File: config.mk
export PLATFORM = sky130hd
export DESIGN_NAME = quadrature_encoder_interface
export DESIGN_NICKNAME = d
export VERILOG_FILES = /design/src/verilog/qei_pkg.sv /design/src/verilog/quadrature_encoder_interface.sv
export SDC_FILE = /design/constraint.sdc
export NUM_CORES = 1
export LEC_CHECK = 0
export BUFFER_PORTS_ARGS = -buffer_cell sky130_fd_sc_hd__clkbuf_2
export CAP_MARGIN = 10
export CORE_ASPECT_RATIO = 1.2
export CORE_MARGIN = 2
export CORE_UTILIZATION = 50
export DETAILED_ROUTE_END_ITERATION = 12
export GPL_TIMING_DRIVEN = 1
export HOLD_SLACK_MARGIN = 0.08
export PLACE_DENSITY_LB_ADDON = 0.1
export SLEW_MARGIN = 20
export SYNTH_ARGS = -nofsm -noshare
export SYNTH_HDL_FRONTEND = slang
export SYNTH_SLANG_ARGS = --single-unit
File: constraint.sdc
create_clock -name sys_clk -period 6.1 [get_ports sys_clk]
set_input_delay 1.22 -clock sys_clk [delete_from_list [all_inputs] [get_ports sys_clk]]
set_output_delay 1.22 -clock sys_clk [all_outputs]
set_load 0.02 [all_outputs]
File: src/verilog/qei_pkg.sv
// Constants and types shared by the quadrature encoder interface
package qei_pkg;

  // ----------------------------------------------------------------
  // Parameter numbers used by the set/get axis parameter commands
  // ----------------------------------------------------------------
  localparam logic [7:0] PARAM_ENC_POSITION = 8'hD1;
  localparam logic [7:0] PARAM_ENC_SETTINGS = 8'hD2;
  localparam logic [7:0] PARAM_MAX_DEVIATION = 8'hD4;
  localparam logic [7:0] PARAM_ENC_SOURCE = 8'h4A;

  // ----------------------------------------------------------------
  // Encoder settings field positions
  // ----------------------------------------------------------------
  localparam int SET_POL_A_BIT = 0;
  localparam int SET_POL_B_BIT = 1;
  localparam int SET_CLR_NULL_BIT = 2;
  localparam int SET_POL_N_BIT = 4;
  localparam int PRESCALE_FRAC_BITS = 9;

  // ----------------------------------------------------------------
  // Reset values
  // ----------------------------------------------------------------
  localparam logic [31:0] ENC_SETTINGS_RST = 32'h0000_0200;
  localparam logic [31:0] ENC_POSITION_RST = 32'h0000_0000;
  localparam logic [31:0] MAX_DEV_RST = 32'h0000_0000;

  // Accumulator width: position plus fraction bits
  localparam int ACC_W = 32 + PRESCALE_FRAC_BITS;

  typedef enum logic [1:0] {
    STEP_NONE = 2'b00,
    STEP_UP = 2'b01,
    STEP_DOWN = 2'b10
  } step_t;

endpackage

File: src/verilog/quadrature_encoder_interface.sv
// Quadrature encoder interface with prescaler, clear on null and deviation stop
`timescale 1ns/1ps
`default_nettype none
module quadrature_encoder_interface
(
  input wire logic sys_clk,
  input wire logic rst_n,
  input wire logic ext_a,
  input wire logic ext_b,
  input wire logic ext_n,
  input wire logic int_a,
  input wire logic int_b,
  input wire logic int_n,
  input wire logic signed [31:0] motor_position,
  input wire logic set_axis_parameter_cmd,
  input wire logic get_axis_parameter_cmd,
  input wire logic [7:0] param_index,
  input wire logic [31:0] param_wdata,
  output logic [31:0] param_rdata,
  output logic param_valid,
  output logic motor_stop,
  output logic deviation_error
);
  import qei_pkg::*;

  // ----------------------------------------------------------------
  // Configuration registers
  // ----------------------------------------------------------------
  logic [31:0] settings_q;
  logic [31:0] max_dev_q;
  logic src_ext_q;
  logic signed [ACC_W-1:0] acc_q;
  logic signed [ACC_W-1:0] acc_d;

  function automatic logic signed [31:0] abs_diff(input logic signed [31:0] x,
                                                  input logic signed [31:0] y);
    logic signed [32:0] d;
    d = 33'(x) - 33'(y);
    if (d < 0) begin
      d = -d;
    end
    abs_diff = (d > 33'sh0_7FFF_FFFF) ? 32'sh7FFF_FFFF : d[31:0];
  endfunction

  always_ff @(posedge sys_clk or negedge rst_n) begin
    if (!rst_n) begin
      settings_q <= ENC_SETTINGS_RST;
      max_dev_q <= MAX_DEV_RST;
      src_ext_q <= 1'b0;
    end else if (set_axis_parameter_cmd) begin
      if (param_index == PARAM_ENC_SETTINGS) begin
        settings_q <= param_wdata;
      end
      if (param_index == PARAM_MAX_DEVIATION) begin
        max_dev_q <= param_wdata;
      end
      if (param_index == PARAM_ENC_SOURCE) begin
        src_ext_q <= param_wdata[0];
      end
    end
  end

  // ----------------------------------------------------------------
  // Input synchronisers
  // ----------------------------------------------------------------
  // two-stage synchronisers
  logic [5:0] sync1_q;
  logic [5:0] sync2_q;
  always_ff @(posedge sys_clk or negedge rst_n) begin
    if (!rst_n) begin
      sync1_q <= 6'h00;
      sync2_q <= 6'h00;
    end else begin
      sync1_q <= {ext_n, ext_b, ext_a, int_n, int_b, int_a};
      sync2_q <= sync1_q;
    end
  end

  // ----------------------------------------------------------------
  // Source select and decode
  // ----------------------------------------------------------------
  logic a_s;
  logic b_s;
  logic n_s;
  assign a_s = src_ext_q ? sync2_q[3] : sync2_q[0];
  assign b_s = src_ext_q ? sync2_q[4] : sync2_q[1];
  assign n_s = src_ext_q ? sync2_q[5] : sync2_q[2];

  logic a_q;
  logic b_q;
  logic src_prev_q;
  always_ff @(posedge sys_clk or negedge rst_n) begin
    if (!rst_n) begin
      a_q <= 1'b0;
      b_q <= 1'b0;
      src_prev_q <= 1'b0;
    end else begin
      a_q <= a_s;
      b_q <= b_s;
      src_prev_q <= src_ext_q;
    end
  end

  step_t step;
  always_comb begin
    step = STEP_NONE;
    if (src_prev_q == src_ext_q) begin
      if (a_s != a_q && b_s == b_q) begin
        step = (a_s != b_s) ? STEP_UP : STEP_DOWN;
      end else if (b_s != b_q && a_s == a_q) begin
        step = (a_s == b_s) ? STEP_UP : STEP_DOWN;
      end
    end
  end

  logic null_hit;
  assign null_hit = (n_s == settings_q[SET_POL_N_BIT])
                    && (a_s == settings_q[SET_POL_A_BIT])
                    && (b_s == settings_q[SET_POL_B_BIT]);

  // ----------------------------------------------------------------
  // Position accumulator
  // ----------------------------------------------------------------
  // prescaler in 1/512 units, function bits masked
  logic signed [ACC_W-1:0] inc;
  assign inc = ACC_W'($signed({1'b0, settings_q[31:5], 5'h00}));

  always_comb begin
    acc_d = acc_q;
    unique case (step)
      STEP_UP: acc_d = acc_q + inc;
      STEP_DOWN: acc_d = acc_q - inc;
      STEP_NONE: acc_d = acc_q;
      default: acc_d = acc_q;
    endcase
    if (settings_q[SET_CLR_NULL_BIT] && null_hit) begin
      acc_d = '0;
    end
    if (set_axis_parameter_cmd && param_index == PARAM_ENC_POSITION) begin
      acc_d = {param_wdata, {PRESCALE_FRAC_BITS{1'b0}}};
    end
  end

  always_ff @(posedge sys_clk or negedge rst_n) begin
    if (!rst_n) begin
      acc_q <= {ENC_POSITION_RST, {PRESCALE_FRAC_BITS{1'b0}}};
    end else begin
      acc_q <= acc_d;
    end
  end

  logic signed [31:0] enc_pos;
  assign enc_pos = acc_q[ACC_W-1:PRESCALE_FRAC_BITS];

  // ----------------------------------------------------------------
  // Deviation supervision
  // ----------------------------------------------------------------
  logic dev_over;
  // zero disables
  // Unsigned limit: a large limit must not read as negative
  assign dev_over = (max_dev_q != 32'h0000_0000)
                    && ($unsigned(abs_diff(motor_position, enc_pos)) > max_dev_q);

  // stop and flag, cleared by writing encoder position
  always_ff @(posedge sys_clk or negedge rst_n) begin
    if (!rst_n) begin
      deviation_error <= 1'b0;
      motor_stop <= 1'b0;
    end else if (dev_over) begin
      deviation_error <= 1'b1;
      motor_stop <= 1'b1;
    end else if (set_axis_parameter_cmd && param_index == PARAM_ENC_POSITION) begin
      deviation_error <= 1'b0;
      motor_stop <= 1'b0;
    end
  end

  // ----------------------------------------------------------------
  // Read back
  // ----------------------------------------------------------------
  always_ff @(posedge sys_clk or negedge rst_n) begin
    if (!rst_n) begin
      param_rdata <= 32'h0000_0000;
      param_valid <= 1'b0;
    end else begin
      param_valid <= get_axis_parameter_cmd;
      if (get_axis_parameter_cmd) begin
        unique case (param_index)
          PARAM_ENC_POSITION: param_rdata <= enc_pos;
          PARAM_ENC_SETTINGS: param_rdata <= settings_q;
          PARAM_MAX_DEVIATION: param_rdata <= max_dev_q;
          PARAM_ENC_SOURCE: param_rdata <= {31'h0, src_ext_q};
          default: param_rdata <= 32'h0000_0000;
        endcase
      end
    end
  end

  // ----------------------------------------------------------------
  // Checks
  // ----------------------------------------------------------------
  dev_disable_a: assert property (@(posedge sys_clk) disable iff (!rst_n)
    (max_dev_q == 32'h0 && !$past(dev_over) && $past(max_dev_q) == 32'h0
     && !$past(deviation_error)) |-> !deviation_error)
    else $error("deviation flagged while disabled");
  dev_stop_a: assert property (@(posedge sys_clk) disable iff (!rst_n)
    dev_over |=> (motor_stop && deviation_error))
    else $error("deviation did not stop motor");
  pos_write_a: assert property (@(posedge sys_clk) disable iff (!rst_n)
    (set_axis_parameter_cmd && param_index == PARAM_ENC_POSITION)
    |=> enc_pos == $past(param_wdata))
    else $error("position write lost");
  clr_null_a: assert property (@(posedge sys_clk) disable iff (!rst_n)
    (settings_q[SET_CLR_NULL_BIT] && null_hit && !set_axis_parameter_cmd)
    |=> acc_q == '0)
    else $error("clear on null missed");
  count_up_a: assert property (@(posedge sys_clk) disable iff (!rst_n)
    (step == STEP_UP && !set_axis_parameter_cmd
     && !(settings_q[SET_CLR_NULL_BIT] && null_hit))
    |=> acc_q == $past(acc_q) + $past(inc))
    else $error("count up wrong");
  count_dn_a: assert property (@(posedge sys_clk) disable iff (!rst_n)
    (step == STEP_DOWN && !set_axis_parameter_cmd
     && !(settings_q[SET_CLR_NULL_BIT] && null_hit))
    |=> acc_q == $past(acc_q) - $past(inc))
    else $error("count down wrong");
  src_sel_a: assert property (@(posedge sys_clk) disable iff (!rst_n)
    src_ext_q |-> (a_s == sync2_q[3] && b_s == sync2_q[4]))
    else $error("wrong encoder source");
  read_pos_a: assert property (@(posedge sys_clk) disable iff (!rst_n)
    (get_axis_parameter_cmd && param_index == PARAM_ENC_POSITION)
    |=> (param_valid && param_rdata == $past(enc_pos)))
    else $error("position read wrong");

endmodule // quadrature_encoder_interface
`default_nettype wire

==> flow_summary.json, run 1 <==
{
  "worst_pin_slew_ns": 0.926,
  "grt_pass1_wl_mm": 63.3,
  "yosys_warnings": 0,
  "core_um2": 24700,
  "worstPathArrival_ns": 6.44,
  "cp_slowest_cell": "or4_4",
  "grt_max_degree": 97,
  "clk_pin_slew_ns": 0.07,
  "worstSkewPairLatency_ns": 0.43,
  "status": "finished with violations",
  "peakVddDrop_mv": 0.232,
  "slew_headroom": 0.382,
  "start_kind": "primary input",
  "reg2reg_slack_ns": 0.27,
  "cts_sinks": 150,
  "drtAntennaViolNets": 0,
  "pwr_density_cell_nw_per_um2": 587,
  "drive_above_1_share": 0.280,
  "worstSetupEndpointType": "register",
  "netlist_instances": 1390,
  "clockBufferDepth": 2,
  "die_h_um": 178,
  "fillers": 2242,
  "skew_ns": 0.0122,
  "ys_seq_elements": 150,
  "synth_cell_types": 95,
  "crit_required_ns": 6.40,
  "hp-class": "reg -> reg",
  "synth_flop_cell": "dfrtp_1",
  "syn-num-nets": 1575,
  "wl_mm": 40.1,
  "min_from": "sync1_q[3]$_DFF_PN0_",
  "p_leak_nw": 6.99,
  "r2r_end": "deviation_error$_DFFE_PN0P_",
  "finalCritPeriodShare": 1.01,
  "ys_seq_area_frac": 0.299,
  "initial_core_util": 0.508,
  "syn_area_um2": 12500,
  "path_class": "in -> reg",
  "rows": 63,
  "nNetsFinal": 1812,
  "hold_violations": 0,
  "die_w_um": 149,
  "tritoncts": "yes",
  "reg2reg_from": "acc_q[11]$_DFFE_PN0P_",
  "routed-via-count": 12000,
  "reg2reg_depth": 25,
  "cts_made_buffers": 17,
  "cp_common_cell": "o21a_1",
  "first_global_vias": 11900,
  "max_stage_delay_ns": 0.55,
  "drv_cap": 0,
  "grt_setup_unrepaired": "true",
  "layout_setup_ws_ns": -0.0328,
  "gr-usage-all-layers": 0.307,
  "avgSynthCellArea_um2": 9.02,
  "drt-vias-per-instance": 6.10,
  "grt_overflow": 0,
  "fp.dieArea_um2": 26400,
  "dpl.hpwl_mm": 30.8,
  "critical_path.max_fanout": 4,
  "areaGrowthSynthToFinish_pct": 20.9,
  "hold_path_end": "sync2_q[3]$_DFF_PN0_",
  "htree_levels": 4,
  "setup_viol": 1,
  "p_total_mw": 8.90,
  "synth_edf_count": 0,
  "numPortBuffers": 116,
  "async_reset_ff_frac": 1.00,
  "drt_iter0_markers": 912,
  "grt_antenna_before_repair": 1,
  "place_ws_ns": -0.605,
  "hold_path_depth": 0,
  "slew_violations": 0,
  "hold_buffers": 0,
  "gp_congestion": 0.953,
  "violations": "negative setup slack",
  "drc_errors": 0,
  "clockRootBuffer": "clkbuf_16",
  "first_pass_iters": 8,
  "wire_per_inst_um": 20.4,
  "max_freq_ghz": 0.163,
  "num_io_pins": 117,
  "final.min_clock_period_ns": 6.13
}
-- cells in the final DEF (no fill, tap or decap), types with 50 or more instances in the layout --
master,netlist,layout
buf_4,2,167
dfrtp_1,149,149
inv_1,119,118
clkbuf_2,0,114
ha_1,101,100
a21oi_1,91,88
o21ai_0,77,72
mux2_2,66,66
nor2_1,64,63
nand2_1,63,63
xnor2_1,52,52
xor2_1,50,50
-- worst max-delay path: cells and delay by family --
kind,cells,cell delay [ns]
buffers and inverters,2,0.14
AOI/OAI and AO/OA,16,2.98
adders and majority gates,3,0.63
and+or+nand+nor,6,1.45
-- state kept, by name (all words and copies together) (netlist names) --
name,flops
acc_q,36
max_dev_q,32
param_rdata,32
settings_q,32
sync1_q,6
sync2_q,6
a_q,1
b_q,1
deviation_error,1
param_valid,1
src_ext_q,1
src_prev_q,1
-- Yosys cell counts (all sizes together) (16+ instances only) --
cell,number,area share
dfrtp,149,0.30
inv,119,0.036
ha,101,0.10
a21oi,94,0.040
o21ai,83,0.034
mux2,66,0.059
nor2,64,0.019
nand2,63,0.019
xnor2,52,0.036
xor2,50,0.035
clkbuf,47,0.016
nand3,44,0.026
o22ai,40,0.020
a21o,37,0.022
a222oi,31,0.025
nand4,27,0.015
nor3,23,0.0092
buf,20,0.010
o21a,19,0.012
o31ai,18,0.011
a221oi,16,0.011
or3,16,0.0084
-- per-stage QoR --
step,hold WS [ns],area [um^2],std cells,utilization,TNS (ns)
5_1_grt,0.349,15200,1965,0.615,-0.266
4_1_cts,0.345,15100,1961,0.612,-0.0500
3_5_place_dp,0.335,14500,1929,0.587,-0.605
6_report,0.344,15200,1966,0.615,-0.0328
2_1_floorplan,0.331,12500,1390,-,-0.164
3_3_place_gp,0.332,14500,1929,0.587,-0.503
-- cell families (layout without fill, tap and decap cells) --
kind of cell / count (synthesis) / after routing / share of synthesized area
AO/OA/AOI/OAI: 439 / 439 / 0.247
AND/OR/NAND/NOR: 336 / 336 / 0.152
buffers and inverters: 186 / 436 / 0.0613
flip-flops: 150 / 150 / 0.299
adder cells (fa/ha/maj): 103 / 103 / 0.104
XOR/XNOR: 102 / 102 / 0.0712
multiplexers: 74 / 74 / 0.0656
other: 0 / 1 / 0
-- worst max path at each step --
stage | start | endpoint | slack (ns)
detailed placement | motor_position[0] | deviation_error$_DFFE_PN0P_ | -0.60
CTS | motor_position[0] | deviation_error$_DFFE_PN0P_ | -0.05
finish | motor_position[0] | deviation_error$_DFFE_PN0P_ | -0.03
global placement | motor_position[0] | deviation_error$_DFFE_PN0P_ | -0.50
floorplan | motor_position[0] | deviation_error$_DFFE_PN0P_ | -0.16
global route | motor_position[0] | deviation_error$_DFFE_PN0P_ | -0.27
-- layout make-up --
| cell class | instances | area, um^2 | area share |
|---|---|---|---|
| Sequential cell | 150 | 3750 | 0.248 |
| Antenna cell | 1 | 2.50 | 0.000165 |
| Clock inverter | 13 | 144 | 0.00949 |
| Inverter | 119 | 449 | 0.0296 |
| Tap cell | 325 | 407 | 0.0268 |
| Timing Repair Buffer | 285 | 1870 | 0.123 |
| Multi-Input combinational cell | 1054 | 8100 | 0.534 |
| Clock buffer | 19 | 443 | 0.0292 |
-- report_power, final --
part	switching (mW)	internal, mW
logic	3.42	3.09
registers	0.175	1.15
clock network	0.446	0.617
-- per-layer routing --
| layer | part of all wire | vias up | global-route usage |
|---|---|---|---|
| li1 | - | 5691 | - |
| met1 | 0.41 | 5834 | 0.382 |
| met2 | 0.50 | 389 | 0.539 |
| met3 | 0.056 | 87 | 0.0398 |
| met4 | 0.037 | 0 | 0.124 |
| met5 | 0 | - | 0 |
-- timing repair --
action / in CTS / in global routing
endpoints found under the setup margin: 1 / 1
setup buffers: 0 / 4
endpoints found under the hold margin: 0 / 0
gates resized for setup: 6 / 12
pin swaps: 3 / 17
(Power assumes the default switching activity.)
==> run 2, diff against run 1 <==
--- a/config.mk
+++ b/config.mk
@@ -5,7 +5,7 @@
 export SDC_FILE = /design/constraint.sdc
 export NUM_CORES = 1
 export LEC_CHECK = 0
-export BUFFER_PORTS_ARGS = -buffer_cell sky130_fd_sc_hd__clkbuf_2
+export BUFFER_PORTS_ARGS = -buffer_cell sky130_fd_sc_hd__buf_2
 export CAP_MARGIN = 10
 export CORE_ASPECT_RATIO = 1.2
 export CORE_MARGIN = 2
==> run 2 against run 1 <==
  * The flow now finishes without violations
  * Clock-buffer cell count did not move
  * Sequential power about the same
  * Power down 0.20%
  * Cell area barely moved
  * Largest power group unchanged
  * Sequential share of layout area hardly changed
  * Via count increased by 0.38%
  * Die area unchanged
  * Combinational power is 0.6% higher
  * Maximum frequency up 1.1%
==> flow_summary.json, run 2 (synthesized netlist as in run 1, its figures left out) <==
{
  "drive_above_1_share": 0.282,
  "tritoncts": "yes",
  "grt_overflow": 0,
  "worst_pin_slew_ns": 1.15,
  "largest_reg_flops": 36,
  "cts_sinks": 150,
  "initial_core_util": 0.508,
  "endpoint": "deviation_error$_DFFE_PN0P_",
  "grt_antenna_before_repair": 0,
  "first_pass_iters": 6,
  "reg2reg_from": "acc_q[11]$_DFFE_PN0P_",
  "dpl.hpwl_mm": 31.0,
  "wl_mm": 40.3,
  "reg2reg_slack_ns": 0.36,
  "routed-via-count": 12000,
  "setup_tns_ns": 0,
  "htree_levels": 4,
  "drtAntennaViolNets": 0,
  "clockBufferDepth": 2,
  "gr-usage-all-layers": 0.306,
  "die_h_um": 178,
  "clk_pin_slew_ns": 0.06,
  "reg2reg_depth": 26,
  "grt_pass1_wl_mm": 62.8,
  "status": "completed",
  "max_freq_ghz": 0.165,
  "hold_buffers": 0,
  "final_common_cell": "buf_4",
  "fp.dieArea_um2": 26400,
  "wire_per_inst_um": 20.5,
  "num_io_pins": 117,
  "drc_errors": 0,
  "utilization": 0.614,
  "timing.hold.ws_ns": 0.349,
  "p_total_mw": 8.88,
  "setup_viol": 0,
  "first_global_vias": 11900,
  "core_um2": 24700,
  "worstSkewPairLatency_ns": 0.43,
  "pwr_density_cell_nw_per_um2": 586,
  "final_cell_mix": "buf_4, dfrtp_1, inv_1, buf_2, ha_1",
  "peakVddDrop_mv": 0.235,
  "critical_path.max_fanout": 4,
  "diodes": 0,
  "start_kind": "primary input",
  "worstPathArrival_ns": 6.37,
  "crit_required_ns": 6.40,
  "skew_ns": 0.0135,
  "die_w_um": 149,
  "slew_violations": 0,
  "dpl_cell_area_um2": 14500,
  "areaGrowthSynthToFinish_pct": 20.8,
  "nNetsFinal": 1811,
  "grt_setup_unrepaired": "true",
  "p_leak_nw": 6.97,
  "drt_iter0_markers": 820,
  "final_cell_area_um2": 15200,
  "slew_headroom": 0.229,
  "numPortBuffers": 116,
  "rows": 63,
  "drv_cap": 0,
  "gp_congestion": 0.945,
  "drt-vias-per-instance": 6.13,
  "regMostFlops": "acc_q",
  "finalCritPeriodShare": 0.994,
  "path_class": "in -> reg",
  "grt_max_degree": 110,
  "critPathLaunch": "motor_position[0]",
  "cts_made_buffers": 17,
  "hp-class": "reg -> reg",
  "hold_violations": 0,
  "clockRootBuffer": "clkbuf_16",
  "r2r_end": "deviation_error$_DFFE_PN0P_",
  "final.min_clock_period_ns": 6.07,
  "worstSetupEndpointType": "register"
}
[run 2: changes by cell type in the layout (fill, tap and decap cells not counted), sizes merged]
cell,before,now
buf,171,283
clkinv,3,2
clkbuf,133,20
clkinvlp,4,6
diode,1,0
bufinv,2,1
[run 2: report_power, final]
| part | switching (mW) | internal, mW |
|---|---|---|
| sequential | 0.174 | 1.15 |
| combinational | 3.44 | 3.11 |
| clock | 0.442 | 0.566 |
| total | 4.06 | 4.82 |
[run 2: worst max-delay path, stage by stage]
cell	delay (ns)
buf_6	0.10
inv_4	0.05
ha_4	0.14
fa_2	0.23
nor2b_4	0.05
o2111a_1	0.25
or4_4	0.55
a2111oi_4	0.41
buf_4	0.18
o21ai_2	0.05
a21o_1	0.18
a211oi_2	0.28
o2111ai_2	0.19
or4_1	0.42
a21bo_2	0.24
o2111ai_2	0.08
ha_1	0.27
nor2b_1	0.14
o21a_1	0.16
o21a_1	0.17
o21a_1	0.16
o21a_1	0.16
o21a_1	0.16
o21a_1	0.18
o21ai_2	0.13
nand2_1	0.08
a21oi_2	0.11
o22ai_1	0.06
[run 2: area by class of cell]
cell class	instances	area (um^2)
multi-input cells	1054	8120
well taps	325	407
repair buffers	284	1870
fillers	2185	9520
clock buffers	19	433
inverters	119	449
flip-flops and latches	150	3750
clock inverters	13	124
[run 2: stage by stage]
stage | instances | setup slack (ns)
2_1_floorplan | 1390 | -0.164
3_3_place_gp | 1929 | -0.534
3_5_place_dp | 1929 | -0.581
4_1_cts | 1962 | -0.0235
5_1_grt | 1964 | -0.169
6_report | 1964 | 0.0344
[run 2: worst min-delay path by stage]
stage                    startpoint              endpoint  slack (ns)  cells after the start
2_1_floorplan  sync1_q[0]$_DFF_PN0_  sync2_q[0]$_DFF_PN0_        0.33                      0
3_3_place_gp   sync1_q[1]$_DFF_PN0_  sync2_q[1]$_DFF_PN0_        0.33                      0
3_5_place_dp   sync1_q[1]$_DFF_PN0_  sync2_q[1]$_DFF_PN0_        0.34                      0
4_1_cts        sync1_q[0]$_DFF_PN0_  sync2_q[0]$_DFF_PN0_        0.35                      0
5_1_grt        sync1_q[0]$_DFF_PN0_  sync2_q[0]$_DFF_PN0_        0.36                      0
6_report       sync1_q[1]$_DFF_PN0_  sync2_q[1]$_DFF_PN0_        0.35                      0
[run 2: metal layers]
metal,wire length (um),vias up,global-route usage
met1,16500,5908,0.374
met5,0,-,0
met4,1480,0,0.125
li1,-,5680,-
met2,20000,367,0.544
met3,2260,92,0.0401
[run 2: what timing repair did]
action,CTS,global route
gates resized for setup,7,16
setup buffers,1,2
pin swaps,3,12
setup endpoints to repair,1,1
==> run 3, diff against run 2 <==
--- a/config.mk
+++ b/config.mk
@@ -8,12 +8,12 @@
 export BUFFER_PORTS_ARGS = -buffer_cell sky130_fd_sc_hd__buf_2
 export CAP_MARGIN = 10
 export CORE_ASPECT_RATIO = 1.2
-export CORE_MARGIN = 2
 export CORE_UTILIZATION = 50
 export DETAILED_ROUTE_END_ITERATION = 12
 export GPL_TIMING_DRIVEN = 1
 export HOLD_SLACK_MARGIN = 0.08
 export PLACE_DENSITY_LB_ADDON = 0.1
+export SETUP_SLACK_MARGIN = 0.1
 export SLEW_MARGIN = 20
 export SYNTH_ARGS = -nofsm -noshare
 export SYNTH_HDL_FRONTEND = slang
==> run 3 against run 2 <==
  * First-iteration DRC count decreased by 0.12%
  * Clock skew barely moved
  * Flip-flop and latch count did not move
  * Power rose by 0.93%
  * Non-clock buffer count grew 6
  * Clock power rose by 7%
  * Maximum frequency up 1.2%
  * Worst hold slack worse by 0.0087 ns
  * Sequential power barely moved
  * Critical path type unchanged
  * Critical endpoint unchanged
  * Largest cell class unchanged
  * Highest routed layer unchanged
==> flow_summary.json, run 3 (synthesized netlist as in run 1, its figures left out) <==
{
  "status": "completed",
  "slew_violations": 0,
  "hp-class": "reg -> reg",
  "start_kind": "primary input",
  "max_freq_ghz": 0.167,
  "grt_overflow": 0,
  "routed-via-count": 12000,
  "critical_path.max_fanout": 4,
  "rows": 63,
  "gr-usage-all-layers": 0.315,
  "clockRootBuffer": "clkbuf_16",
  "nNetsFinal": 1817,
  "seqPwrFrac": 0.148,
  "wire_per_inst_um": 20.2,
  "setup_viol": 0,
  "drtAntennaViolNets": 0,
  "layout_setup_ws_ns": 0.107,
  "grt_antenna_before_repair": 2,
  "p_int_mw": 4.89,
  "die_h_um": 176,
  "final.min_clock_period_ns": 5.99,
  "regMostFlops": "acc_q",
  "final_cell_mix": "buf_4, dfrtp_1, inv_1, buf_2, ha_1",
  "cts_made_buffers": 17,
  "drt-vias-per-instance": 6.07,
  "clockBufferDepth": 2,
  "drv_cap": 0,
  "cts_sinks": 150,
  "skew_ns": 0.0134,
  "initial_core_util": 0.508,
  "fillers": 2191,
  "crit_required_ns": 6.40,
  "num_io_pins": 117,
  "worstSkewPairLatency_ns": 0.44,
  "wl_mm": 39.8,
  "grt_pass1_wl_mm": 62.8,
  "finalCritPeriodShare": 0.983,
  "core_um2": 24700,
  "drive_above_1_share": 0.287,
  "fp.dieArea_um2": 25700,
  "place_ws_ns": -0.601,
  "worstPathArrival_ns": 6.29,
  "numPortBuffers": 116,
  "peakVddDrop_mv": 0.214,
  "grt_max_degree": 61,
  "path_class": "in -> reg",
  "drc_errors": 0,
  "areaGrowthSynthToFinish_pct": 21.8,
  "drt_iter0_markers": 819,
  "hold_violations": 0,
  "htree_levels": 4,
  "placedCellCount": 1928,
  "first_pass_iters": 7,
  "clockPowerShare": 0.120,
  "slew_headroom": 0.465,
  "largest_reg_flops": 36,
  "reg2reg_slack_ns": 0.43,
  "dpl.hpwl_mm": 30.9,
  "layoutNonFillerInstCount": 1971,
  "p_comb_frac": 0.732,
  "switching_share": 0.454,
  "grt_setup_unrepaired": "true",
  "tritoncts": "yes",
  "p_switching_mw": 4.07,
  "worstSetupEndpointType": "register",
  "final_common_cell": "buf_4",
  "die_w_um": 147,
  "worst_pin_slew_ns": 0.792,
  "p_leak_nw": 7.05,
  "hold_buffers": 0,
  "pwr_density_cell_nw_per_um2": 587,
  "gp_congestion": 0.974,
  "first_global_vias": 11900,
  "clk_pin_slew_ns": 0.07
}
run 3: cell count changes in the layout (fill, tap and decap cells not counted), moves of 2 or more:
cell / delta
buf_4: +4
buf_12: +2
buf_6: +2
clkinvlp_4: -2
nor2_2: -2
run 3: final cells by class:
class | count | area [um^2] | share of cell area
diodes | 1 | 2.50 | 0.000164
clock buffers | 20 | 457 | 0.0299
clock inverters | 12 | 143 | 0.00934
inverters | 119 | 449 | 0.0294
multi-input cells | 1054 | 8140 | 0.532
flip-flops and latches | 150 | 3750 | 0.246
well taps | 325 | 407 | 0.0266
repair buffers | 290 | 1930 | 0.126
run 3: worst max-delay path, cell delays in order:
cell       delay (ns)
buf_2            0.10
ha_1             0.28
nor2b_1          0.15
o31ai_1          0.38
o211ai_1         0.21
buf_4            0.19
a21oi_1          0.23
mux2i_1          0.32
o2111ai_1        0.14
and4b_2          0.35
nand4_4          0.10
or4_1            0.48
a21bo_2          0.26
o2111ai_2        0.08
ha_1             0.27
nor2b_1          0.14
o21a_1           0.17
o21a_1           0.17
o21a_1           0.16
o21a_1           0.16
o21a_1           0.16
o21a_1           0.17
o21ai_2          0.12
nand2_1          0.07
a21oi_1          0.12
o22ai_1          0.07
run 3: metrics by stage:
step	utilization	hold slack (ns)	instance area, um^2	setup TNS (ns)	total power [mW]
2_1_floorplan	-	0.331	12500	-0.164	5.62
3_3_place_gp	0.587	0.333	14500	-0.575	7.52
3_5_place_dp	0.587	0.335	14500	-0.601	7.60
4_1_cts	0.616	0.343	15200	-0.0244	8.84
5_1_grt	0.619	0.356	15300	-0.0354	9.71
6_report	0.619	0.340	15300	0	8.97
run 3: final timing paths:
path	startpoint	to	cells after the start
max in group asynchronous	rst_n	param_rdata[20]$_DFFE_PN0P_	2
hold reg to reg	sync1_q[0]$_DFF_PN0_	sync2_q[0]$_DFF_PN0_	0
setup reg to reg	acc_q[11]$_DFFE_PN0P_	deviation_error$_DFFE_PN0P_	26
setup / recovery	motor_position[1]	deviation_error$_DFFE_PN0P_	26
hold / removal	sync1_q[0]$_DFF_PN0_	sync2_q[0]$_DFF_PN0_	0
min in group asynchronous	rst_n	acc_q[5]$_DFFE_PN0P_	1
run 3: what timing repair did:
action | CTS | global route
cloned | 0 | 0
resized for setup | 19 | 12
endpoints found under the setup margin | 1 | 1
pin swaps | 16 | 12
setup buffers | 7 | 3
run 3: power by group through the flow:
| stage | clock network, mW | logic, mW | registers [mW] |
|---|---|---|---|
| 3_5_place_dp | 0 | 6.26 | 1.34 |
| 4_1_cts | 1.09 | 6.42 | 1.32 |
| 2_1_floorplan | 0 | 4.36 | 1.26 |
| 6_report | 1.08 | 6.56 | 1.33 |
| 5_1_grt | 1.13 | 7.24 | 1.34 |
| 3_3_place_gp | 0 | 6.18 | 1.33 |
run 3: routing by layer:
metal  vias to the layer above  part of all wire  GRT usage
met5                         -                 0          0
met4                         0             0.046      0.165
met3                        96             0.054     0.0416
met2                       417              0.49      0.550
met1                      5768              0.41      0.377
li1                       5691                 -          -
